File: config.mk
export PLATFORM = sky130hd
export DESIGN_NAME = dpc_capture
export DESIGN_NICKNAME = d
export VERILOG_FILES = /design/src/pkg/dpc_pkg.sv /design/src/rtl/dpc_capture.sv
export SDC_FILE = /design/constraint.sdc
export NUM_CORES = 1
export LEC_CHECK = 0
export ABC_AREA = 1
export BUFFER_PORTS_ARGS = -buffer_cell sky130_fd_sc_hd__buf_2
export CAP_MARGIN = 30
export CORE_MARGIN = 4
export CORE_UTILIZATION = 25
export DETAILED_ROUTE_END_ITERATION = 8
export PLACE_DENSITY_LB_ADDON = 0.3
export SETUP_SLACK_MARGIN = 0.05
export SYNTH_ARGS = -nofsm -noshare
export SYNTH_HDL_FRONTEND = slang
export SYNTH_SLANG_ARGS = --single-unit
File: constraint.sdc
create_clock -name CORE_CLK_I -period 2.31 [get_ports CORE_CLK_I]
set_input_delay 0.462 -clock CORE_CLK_I [delete_from_list [all_inputs] [get_ports CORE_CLK_I]]
set_output_delay 0.462 -clock CORE_CLK_I [all_outputs]
set_load 0.02 [all_outputs]
File: src/pkg/dpc_pkg.sv
package dpc_pkg;
    // register offsets (fieldbus addresses)
    localparam logic [15:0] ADDR_IN1_RISE_POS  = 16'h0a4a;
    localparam logic [15:0] ADDR_IN1_FALL_POS  = 16'h0a4c;
    localparam logic [15:0] ADDR_IN2_RISE_POS  = 16'h0a4e;
    localparam logic [15:0] ADDR_IN2_FALL_POS  = 16'h0a50;
    localparam logic [15:0] ADDR_IN1_RISE_CNT  = 16'h0a56;
    localparam logic [15:0] ADDR_IN1_FALL_CNT  = 16'h0a58;
    localparam logic [15:0] ADDR_IN2_RISE_CNT  = 16'h0a5a;
    localparam logic [15:0] ADDR_IN2_FALL_CNT  = 16'h0a5c;
    localparam logic [15:0] ADDR_PACKED_CNT    = 16'h0a5e;
    localparam logic [15:0] ADDR_CTRL_WORD     = 16'h1b74;
    localparam logic [15:0] ADDR_STATUS_WORD   = 16'h1b76;

    // control word fields, per input stride
    localparam int          CB_STRIDE          = 8;
    localparam int          CB_ACT             = 0;
    localparam int          CB_CONT            = 1;
    localparam int          CB_RISE            = 4;
    localparam int          CB_FALL            = 5;
    localparam logic [15:0] CTRL_MASK          = 16'h3333;
    localparam logic [15:0] CTRL_RESET         = 16'h0000;

    // status word fields, per input stride
    localparam int          ST_ACT             = 0;
    localparam int          ST_RISE            = 1;
    localparam int          ST_FALL            = 2;

    // slot index = input * 2 + edge
    localparam int          NUM_IN             = 2;
    localparam int          NUM_SLOT           = 4;
    localparam int          EDGE_RISE          = 0;
    localparam int          EDGE_FALL          = 1;
    localparam int          CNT_NIB            = 4;

    typedef struct packed {
        logic [1:0]                 sync1;
        logic [1:0]                 sync2;
        logic [1:0]                 prev;
        logic [15:0]                ctrl;
        logic [NUM_SLOT-1:0][31:0]  pos;
        logic [NUM_SLOT-1:0][15:0]  cnt;
        logic [NUM_SLOT-1:0]        done;
        logic [31:0]                rdata;
        logic                       rvalid;
    } dpc_state_t;
endpackage : dpc_pkg

File: src/rtl/dpc_capture.sv
`timescale 1ns/10ps
module dpc_capture
(
    input  wire logic        CORE_CLK_I,
    input  wire logic        RESET_N_I,
    input  wire logic [1:0]  CAP_IN_I,
    input  wire logic [31:0] MOTOR_POS_I,
    input  wire logic        POS_REF_SET_I,
    input  wire logic [31:0] POS_REF_DELTA_I,
    input  wire logic [15:0] REG_ADDR_I,
    input  wire logic        REG_RD_I,
    input  wire logic        REG_WR_I,
    input  wire logic [15:0] REG_WDATA_I,
    output logic      [31:0] REG_RDATA_O,
    output logic             REG_RVALID_O
);
    import dpc_pkg::*;

    dpc_state_t q_ff;
    dpc_state_t nxt_q;

    function automatic logic [15:0] status_word(input dpc_state_t s);
        logic [15:0] w;
        w = 16'h0000;
        for (int j = 0; j < NUM_IN; j++) begin
            w[j*CB_STRIDE+ST_ACT]  = s.ctrl[j*CB_STRIDE+CB_ACT];
            w[j*CB_STRIDE+ST_RISE] = s.done[j*2+EDGE_RISE];
            w[j*CB_STRIDE+ST_FALL] = s.done[j*2+EDGE_FALL];
        end
        return w;
    endfunction : status_word

    function automatic logic [15:0] packed_counts(input dpc_state_t s);
        logic [15:0] w;
        w = 16'h0000;
        for (int i = 0; i < NUM_SLOT; i++) begin
            w[i*CNT_NIB +: CNT_NIB] = s.cnt[i][CNT_NIB-1:0];
        end
        return w;
    endfunction : packed_counts

    function automatic logic [31:0] read_mux(input dpc_state_t s,
                                             input logic [15:0] a);
        logic [31:0] d;
        d = 32'h0000_0000;
        case (a)
            ADDR_IN1_RISE_POS: d = s.pos[0];
            ADDR_IN1_FALL_POS: d = s.pos[1];
            ADDR_IN2_RISE_POS: d = s.pos[2];
            ADDR_IN2_FALL_POS: d = s.pos[3];
            ADDR_IN1_RISE_CNT: d = {16'h0000, s.cnt[0]};
            ADDR_IN1_FALL_CNT: d = {16'h0000, s.cnt[1]};
            ADDR_IN2_RISE_CNT: d = {16'h0000, s.cnt[2]};
            ADDR_IN2_FALL_CNT: d = {16'h0000, s.cnt[3]};
            ADDR_PACKED_CNT:   d = {16'h0000, packed_counts(s)};
            ADDR_CTRL_WORD:    d = {16'h0000, s.ctrl};
            ADDR_STATUS_WORD:  d = {16'h0000, status_word(s)};
            default:           d = 32'h0000_0000;
        endcase
        return d;
    endfunction : read_mux

    logic [NUM_SLOT-1:0] edge_seen;
    logic [NUM_SLOT-1:0] take;
    logic [NUM_IN-1:0]   activating;

    always_comb begin
        nxt_q = q_ff;
        edge_seen = '0;
        take = '0;
        activating = '0;
        // first stage feeds only the second; edges use stages two and three
        nxt_q.sync1 = CAP_IN_I;
        nxt_q.sync2 = q_ff.sync1;
        nxt_q.prev  = q_ff.sync2;
        nxt_q.rvalid = 1'b0;
        if (REG_WR_I && REG_ADDR_I == ADDR_CTRL_WORD) begin
            // reserved control bits are dropped so they cannot enable anything
            nxt_q.ctrl = REG_WDATA_I & CTRL_MASK;
        end
        for (int j = 0; j < NUM_IN; j++) begin
            activating[j] = nxt_q.ctrl[j*CB_STRIDE+CB_ACT]
                          & ~q_ff.ctrl[j*CB_STRIDE+CB_ACT];
            for (int k = 0; k < 2; k++) begin
                edge_seen[j*2+k] = (k == EDGE_RISE) ?
                    (q_ff.sync2[j] & ~q_ff.prev[j]) :
                    (~q_ff.sync2[j] & q_ff.prev[j]);
                take[j*2+k] = edge_seen[j*2+k]
                    & q_ff.ctrl[j*CB_STRIDE+CB_ACT]
                    & q_ff.ctrl[j*CB_STRIDE+CB_RISE+k]
                    & (q_ff.ctrl[j*CB_STRIDE+CB_CONT]
                       | ~q_ff.done[j*2+k]);
                if (POS_REF_SET_I) begin
                    nxt_q.pos[j*2+k] = q_ff.pos[j*2+k]
                                     + POS_REF_DELTA_I;
                end
                // a fresh capture already sees the new reference
                if (take[j*2+k]) begin
                    nxt_q.pos[j*2+k]  = MOTOR_POS_I;
                    nxt_q.cnt[j*2+k]  = q_ff.cnt[j*2+k] + 16'h0001;
                    nxt_q.done[j*2+k] = 1'b1;
                end
                // edges are ignored while inactive, so no capture can collide
                if (activating[j]) begin
                    nxt_q.cnt[j*2+k]  = 16'h0000;
                    nxt_q.done[j*2+k] = 1'b0;
                end
            end
        end
        if (REG_RD_I) begin
            nxt_q.rdata  = read_mux(q_ff, REG_ADDR_I);
            nxt_q.rvalid = 1'b1;
        end
    end

    always_ff @(posedge CORE_CLK_I or negedge RESET_N_I) begin
        if (!RESET_N_I) begin
            q_ff <= '0;
            q_ff.ctrl <= CTRL_RESET;
        end else begin
            q_ff <= nxt_q;
        end
    end

    assign REG_RDATA_O  = q_ff.rdata;
    assign REG_RVALID_O = q_ff.rvalid;

    logic [15:0] stat;
    assign stat = status_word(q_ff);

    property p_act_shown;
        @(posedge CORE_CLK_I) disable iff (!RESET_N_I)
        (REG_WR_I && REG_ADDR_I == ADDR_CTRL_WORD)
            |=> (stat[0] == $past(REG_WDATA_I[0]))
             && (stat[8] == $past(REG_WDATA_I[8]));
    endproperty
    a_act_shown: assert property (p_act_shown)
        else $error("activation bits not shown in status");

    property p_rise1_capture;
        @(posedge CORE_CLK_I) disable iff (!RESET_N_I)
        (q_ff.ctrl[0] && q_ff.ctrl[4] && !POS_REF_SET_I
         && !(REG_WR_I && REG_ADDR_I == ADDR_CTRL_WORD)
         && (q_ff.ctrl[1] || !q_ff.done[0])
         && q_ff.sync2[0] && !q_ff.prev[0])
            |=> q_ff.pos[0] == $past(MOTOR_POS_I) && stat[1]
             && q_ff.cnt[0] == $past(q_ff.cnt[0]) + 16'h0001;
    endproperty
    a_rise1_capture: assert property (p_rise1_capture)
        else $error("rising capture on input one failed");

    property p_fall2_capture;
        @(posedge CORE_CLK_I) disable iff (!RESET_N_I)
        (q_ff.ctrl[8] && q_ff.ctrl[13] && !POS_REF_SET_I
         && !(REG_WR_I && REG_ADDR_I == ADDR_CTRL_WORD)
         && (q_ff.ctrl[9] || !q_ff.done[3])
         && !q_ff.sync2[1] && q_ff.prev[1])
            |=> q_ff.pos[3] == $past(MOTOR_POS_I) && stat[10];
    endproperty
    a_fall2_capture: assert property (p_fall2_capture)
        else $error("falling capture on input two failed");

    property p_one_time_hold;
        @(posedge CORE_CLK_I) disable iff (!RESET_N_I)
        (!q_ff.ctrl[1] && q_ff.done[1] && q_ff.ctrl[0] && !POS_REF_SET_I
         && !(REG_WR_I && REG_ADDR_I == ADDR_CTRL_WORD))
            |=> $stable(q_ff.pos[1]) && $stable(q_ff.cnt[1]);
    endproperty
    a_one_time_hold: assert property (p_one_time_hold)
        else $error("one-time capture overwritten");

    property p_disabled_edge;
        @(posedge CORE_CLK_I) disable iff (!RESET_N_I)
        (!q_ff.ctrl[12] && !(REG_WR_I && REG_ADDR_I == ADDR_CTRL_WORD))
            |=> $stable(q_ff.cnt[2]);
    endproperty
    a_disabled_edge: assert property (p_disabled_edge)
        else $error("disabled edge changed its counter");

    property p_activate_clears;
        @(posedge CORE_CLK_I) disable iff (!RESET_N_I)
        (REG_WR_I && REG_ADDR_I == ADDR_CTRL_WORD && REG_WDATA_I[8]
         && !q_ff.ctrl[8])
            |=> q_ff.cnt[2] == 16'h0000 && q_ff.cnt[3] == 16'h0000
             && !stat[9] && !stat[10];
    endproperty
    a_activate_clears: assert property (p_activate_clears)
        else $error("activation did not clear counters");

    property p_packed;
        @(posedge CORE_CLK_I) disable iff (!RESET_N_I)
        REG_RD_I && REG_ADDR_I == ADDR_PACKED_CNT
            |=> REG_RVALID_O
             && REG_RDATA_O == {16'h0000, $past(q_ff.cnt[3][3:0]),
                   $past(q_ff.cnt[2][3:0]), $past(q_ff.cnt[1][3:0]),
                   $past(q_ff.cnt[0][3:0])};
    endproperty
    a_packed: assert property (p_packed)
        else $error("packed counter word wrong");

    property p_reserved_zero;
        @(posedge CORE_CLK_I) disable iff (!RESET_N_I)
        REG_RD_I && REG_ADDR_I == ADDR_STATUS_WORD
            |=> (REG_RDATA_O[31:0] & 32'hffff_f8f8) == 32'h0000_0000;
    endproperty
    a_reserved_zero: assert property (p_reserved_zero)
        else $error("reserved status bits not zero");

    property p_ref_shift;
        @(posedge CORE_CLK_I) disable iff (!RESET_N_I)
        (POS_REF_SET_I && take == 4'h0)
            |=> q_ff.pos[2] == $past(q_ff.pos[2]) + $past(POS_REF_DELTA_I);
    endproperty
    a_ref_shift: assert property (p_ref_shift)
        else $error("stored position not shifted by reference");

    property p_sync_latency;
        @(posedge CORE_CLK_I) disable iff (!RESET_N_I)
        $rose(CAP_IN_I[0]) ##0 (CAP_IN_I[0] [*2])
            |-> q_ff.sync2[0] == 1'b0 ##1 q_ff.sync2[0];
    endproperty
    a_sync_latency: assert property (p_sync_latency)
        else $error("input synchroniser latency wrong");

    property p_fall1_capture;
        @(posedge CORE_CLK_I) disable iff (!RESET_N_I)
        (q_ff.ctrl[0] && q_ff.ctrl[5] && !POS_REF_SET_I
         && !(REG_WR_I && REG_ADDR_I == ADDR_CTRL_WORD)
         && (q_ff.ctrl[1] || !q_ff.done[1])
         && !q_ff.sync2[0] && q_ff.prev[0])
            |=> q_ff.pos[1] == $past(MOTOR_POS_I) && stat[2]
             && q_ff.cnt[1] == $past(q_ff.cnt[1]) + 16'h0001;
    endproperty
    a_fall1_capture: assert property (p_fall1_capture)
        else $error("falling capture on input one failed");

    property p_rise2_capture;
        @(posedge CORE_CLK_I) disable iff (!RESET_N_I)
        (q_ff.ctrl[8] && q_ff.ctrl[12] && !POS_REF_SET_I
         && !(REG_WR_I && REG_ADDR_I == ADDR_CTRL_WORD)
         && (q_ff.ctrl[9] || !q_ff.done[2])
         && q_ff.sync2[1] && !q_ff.prev[1])
            |=> q_ff.pos[2] == $past(MOTOR_POS_I) && stat[9]
             && q_ff.cnt[2] == $past(q_ff.cnt[2]) + 16'h0001;
    endproperty
    a_rise2_capture: assert property (p_rise2_capture)
        else $error("rising capture on input two failed");

    property p_once_rise2_hold;
        @(posedge CORE_CLK_I) disable iff (!RESET_N_I)
        (!q_ff.ctrl[9] && q_ff.done[2] && q_ff.ctrl[8] && !POS_REF_SET_I
         && !(REG_WR_I && REG_ADDR_I == ADDR_CTRL_WORD))
            |=> $stable(q_ff.pos[2]) && $stable(q_ff.cnt[2]);
    endproperty
    a_once_rise2_hold: assert property (p_once_rise2_hold)
        else $error("one-time rising capture overwritten");

    // an input that is not activated must not count or flag anything
    property p_inactive_hold;
        @(posedge CORE_CLK_I) disable iff (!RESET_N_I)
        (!q_ff.ctrl[0] && !(REG_WR_I && REG_ADDR_I == ADDR_CTRL_WORD))
            |=> $stable(q_ff.cnt[0]) && $stable(q_ff.cnt[1])
             && $stable(q_ff.done[1:0]);
    endproperty
    a_inactive_hold: assert property (p_inactive_hold)
        else $error("inactive input changed its counters");

    property p_activate1_clears;
        @(posedge CORE_CLK_I) disable iff (!RESET_N_I)
        (REG_WR_I && REG_ADDR_I == ADDR_CTRL_WORD && REG_WDATA_I[0]
         && !q_ff.ctrl[0])
            |=> q_ff.cnt[0] == 16'h0000 && q_ff.cnt[1] == 16'h0000
             && !stat[1] && !stat[2];
    endproperty
    a_activate1_clears: assert property (p_activate1_clears)
        else $error("activation of input one did not clear counters");

    property p_status_read;
        @(posedge CORE_CLK_I) disable iff (!RESET_N_I)
        REG_RD_I && REG_ADDR_I == ADDR_STATUS_WORD
            |=> REG_RDATA_O[0] == $past(q_ff.ctrl[0])
             && REG_RDATA_O[8] == $past(q_ff.ctrl[8])
             && REG_RDATA_O[2] == $past(q_ff.done[1])
             && REG_RDATA_O[9] == $past(q_ff.done[2]);
    endproperty
    a_status_read: assert property (p_status_read)
        else $error("status word read back wrong");
endmodule : dpc_capture

; ---- Word level (Yosys, flattened, before mapping)
; Cells that the tools add are included.
[totals]
out_inout_bits = 33
register_bits = 243
elab_cells = 106
input_bits = 103
[classes]
bitwise_logic = 32
n_eq_ne = 11
n_reduce_logical = 9
muxes = 27
add_sub_neg = 8
[ops]
columns = op, n
row1 = 32-bit case mux with 11 select lines, 1
row2 = 32-bit two-way mux, 8
row3 = "16-bit by 12-bit == test with 1-bit output, second input constant", 9
row4 = 32-bit adder, 4
row5 = 16-bit two-way mux, 8
row6 = "16-bit by 1-bit adder with 16-bit output, second input constant", 4
row7 = "16-bit by 13-bit == test with 1-bit output, second input constant", 2
row8 = 1-bit bitwise AND, 18
row9 = 2-bit nonzero test, 8
row10 = 1-bit inverter, 10
row11 = 1-bit two-way mux, 9
row12 = 9-bit two-way mux, 1
row13 = 1-bit bitwise OR, 4
row14 = 1-bit logical AND, 1

; ---- Depth between registers and ports, before layout
[logic_depth]
word_depth = 7
depth_mapped = 13
depth_no_buf = 13

; ---- Worst setup path before layout
; OpenSTA, ideal clock, no wires.
[synth_path]
kind = input-to-reg
start = input POS_REF_DELTA_I[0]
end = register q_ff[173] in the netlist's numbering
required_time_ns = 2.176
stages = 9
arrival_ns = 1.849
setup_slack_ns = 0.327
path_buffers = 0
setup_time_ns = 0.134
path_cell_list = ha_1 fa_1 nand3_1 nand3_1 nand2_1 nand2_1 or2_2 nand3_1 o211ai_1
[synth_between]
elab_chain_len = 3
[synth_lines]
columns = item, line_no
row1 = from (decl), dpc_capture.sv:9  ; input wire logic [31:0] POS_REF_DELTA_I,
row2 = 32-bit adder, dpc_capture.sv:95  ; + POS_REF_DELTA_I;
row3 = 32-bit two-way mux, dpc_capture.sv:93  ; if (POS_REF_SET_I) begin
row4 = 32-bit two-way mux, dpc_capture.sv:98  ; if (take[j*2+k]) begin
row5 = to (signal assigned), dpc_capture.sv:121  ; q_ff <= nxt_q;
row6 = to (decl), dpc_capture.sv:19  ; dpc_state_t q_ff;
; No other way between the ends. The select of a mux whose other input is x is not followed.
; A chain may end at the register's enable or synchronous reset.

; ---- Worst setup path after layout
[layout_path]
start = register q_ff[197] in the netlist's numbering
end = register q_ff[221] in the netlist's numbering
[layout_between]
elab_chain_len = 3
[layout_lines]
columns = item, line_no
row1 = 32-bit adder, dpc_capture.sv:95
row2 = 32-bit two-way mux, dpc_capture.sv:93
row3 = 32-bit two-way mux, dpc_capture.sv:98
; No other way between the ends. The select of a mux whose other input is x is not followed.

==> flow_summary.ini <==
[critical_path]
start_kind = flip-flop
crit_type = flip-flop to flip-flop
critPathMaxStageDelay_ns = 0.42
reg2reg_depth = 12
cp_max_fo = 4
startpoint = q_ff[197]$_DFFE_PN0P_
r2r_start = q_ff[197]$_DFFE_PN0P_
arrival_ns = 2.59
cp.required_ns = 2.79
crit_chain = ha_1, fa_1, nand3_1, nand3_2, nand2_1, nand2_1, nand2_1, nand2_1, nand2_1, nand3_1, nand3_1, nand2_1
r2r-end = q_ff[221]$_DFFE_PN0P_
crit_path_top_delay_cell = dfrtp_1
worst_setup_path_end_kind = flip-flop
path_common_cell = nand2_1
r2r_slack_ns = 0.21
cp-endpoint = q_ff[221]$_DFFE_PN0P_

[yosys]
yosysMostFrequentCell = nand2_1
synth_top_area_share_pct = 26.6
synth-edff-count = 0
synth_cell_types = 40
synth_common_cells = nand2_1 (1,514), inv_1 (644), nand3_1 (398)
syn_nets = 4088
ys_seq_area_share_pct = 26.6
synth-main-ff-cell = dfrtp_1
yosysWarnings = 0
avgSynthCellArea_um2 = 5.92
ys_ff_latch = 243
synth_area_leader_cell = dfrtp_1
syn-instance-count = 3853
ys_async_sr_fraction_pct = 100
yosys-top-cells-area = dfrtp_1 (27%), nand2_1 (25%), inv_1 (11%)
synthesis.area_um2 = 22800

[place]
gp_congestion = 0.944
portBuffers = 127
dp_cells = 5194
post-place-ws_ns = -0.109
dp_hpwl_mm = 74.8
placed_cell_area_um2 = 25500

[layout]
final_layout_size_suffix_gt1_share_pct = 9.52
regArea_um2 = 6080
multi_input_area_um2 = 13700
postLayoutCoreUtil_pct = 29.5
fin_cells = 5256
finalInstanceArea_um2 = 26700
fillCellCount = 10200
area_delta_synth_final_pct = 16.9
nets = 4288

[die]
die_w_um = 310
top_level_ports = 136
initial_core_util_pct = 25.3
core_um2 = 90300
dieArea_um2 = 96200
rows = 110
die_y_um = 310

[sta]
fin_hold_ws_ns = 0.0666
hold_viol = 0
worst_clock_skew_ns = 0.0237
tightest_slew_ns = 0.925
rsz0062_at_grt = no
timing.fmax_mhz = 475
fin_crit_sh_pct = 91.1
slew_viol_final = 0
setup_viol = 0
relSlewSlack_pct = 38.3
setup_ws_ns = 0.205
fin_setup_tns_ns = 0
period_minus_slack_ns = 2.10

[power]
total_power_mw = 24.5
power_density_nw_per_um2 = 919
leakage_nw = 15.0
ir_worst_vdd_v = 0.000687

[drt]
postRouteAntennaNets = 0
dr.pass1.iters = 5
drt_iter0_markers = 1876
routed_wirelength_mm = 89.3
post_drt_wl_per_cell_um = 17.0
viasPerCell = 4.63
via_count = 24300
drc = 0

[global_routing]
grt_max_degree = 60
globalRouteMet2Util_pct = 28.2
top_usage_layer = met2
antenna_found_initial = 4
globalRouteOverflowTotal = 0
use_met3_pct = 1.59
first_global_vias = 22400
grt_first_pass_wirelength_mm = 133
track_usage_pct = 18.0
met1_usage_pct = 26.5

[clocking]
cts_tree = done
cts.sinks = 243
insertion_delay_ns = 0.61
cts-buffers-inserted = 30
htreeDepth = 1
cts_max_path_buffers = 3
root_buffer = clkbuf_16
post-cts-setup-buffers = 0
path_clk_slew_ns = 0.06

[job]
drv_cap = 0

[outcome]
status = finished, final reports clean

[min_path]
hold_class = primary input to flip-flop
-- worst min-delay path by stage --
stage | from | endpoint | depth (start not counted) | slack [ns]
after floorplan | RESET_N_I | REG_RDATA_O[0]$_DFFE_PN0P_ | 0 | 0.17
after global placement | nxt_q[248]$_DFF_PN0_ | nxt_q[246]$_DFF_PN0_ | 0 | 0.34
after detailed placement | nxt_q[248]$_DFF_PN0_ | nxt_q[246]$_DFF_PN0_ | 0 | 0.34
after CTS | REG_WDATA_I[12] | q_ff[241]$_DFFE_PN0N_ | 3 | 0.04
after global routing | REG_WDATA_I[5] | q_ff[234]$_DFFE_PN0N_ | 3 | 0.05
final | REG_WDATA_I[9] | q_ff[238]$_DFFE_PN0N_ | 3 | 0.07
-- cells by family (layout without fill, tap and decap cells) --
logic type                 Yosys count  count (layout)  share of synthesized area (%)
other                                0               3                              0
xor gates and xnor gates            69              69                           2.65
DFF                                243             243                           26.6
AOI/OAI and AO/OA                  277             277                           6.72
and+or+nand+nor                   2364            2364                           43.1
adders and majority gates          132             132                           7.37
buffers and inverters              768             992                           13.5
-- final cells by class --
class | count | area share (%)
multi-input cells | 2842 | 51.3
inverters | 658 | 9.26
repair buffers | 278 | 7.12
flip-flops and latches | 243 | 22.8
well taps | 1176 | 5.52
diodes | 3 | 0.0281
clock inverters | 18 | 0.816
clock buffers | 38 | 3.15
-- worst max-delay path, delay by kind of cell, from the launching register on --
family	cells	cell delay (ns)
adder cells (fa/ha/maj)	2	0.65
flip-flops	1	0.42
AND/OR/NAND/NOR	10	0.90
-- routing by layer --
metal  share of wire (%)  vias to the layer above
met5                   0                        -
met4                 3.0                        0
met3                 6.3                      104
met2                  43                      675
met1                  47                    11200
li1                    -                    12300
-- flip-flops by register name (all words and copies together) (netlist names) --
signal / flops
REG_RDATA_O: 32
nxt_q: 4
REG_RVALID_O: 1
q_ff: 206
-- timing repair --
| action | CTS | global route |
|---|---|---|
| endpoints found under the hold margin | 31 | 0 |
| setup endpoints to repair | 0 | 22 |
| gates resized for setup | 0 | 8 |
| hold buffers | 3 | 0 |
-- power by group --
part / switching (mW) / internal, mW / total [mW]
Combinational: 8.12 / 4.62 / 12.7
Clock: 2.17 / 2.94 / 5.10
Sequential: 1.35 / 5.31 / 6.67
-- cells in the final DEF, fill, tap and decap left out, types with 7 or more instances in the layout --
cell type  count
o21ai_0      118
nand3_1      395
nand3b_1      14
inv_2         12
buf_4        139
nand4_1       37
nor2_1       295
nor3_1        47
dfrtp_1      243
buf_2        126
xnor2_1       30
o21ai_1       15
nand2_1     1511
o21bai_1      17
o221ai_1      19
clkbuf_16     30
xor2_1        39
o211ai_1       7
inv_1        644
and2_1        17
nand2_2        7
buf_12         9
nand3_2       10
a21oi_1       92
nor2_2        12
ha_1         128
No activity file was read; power rests on OpenSTA's default activity.
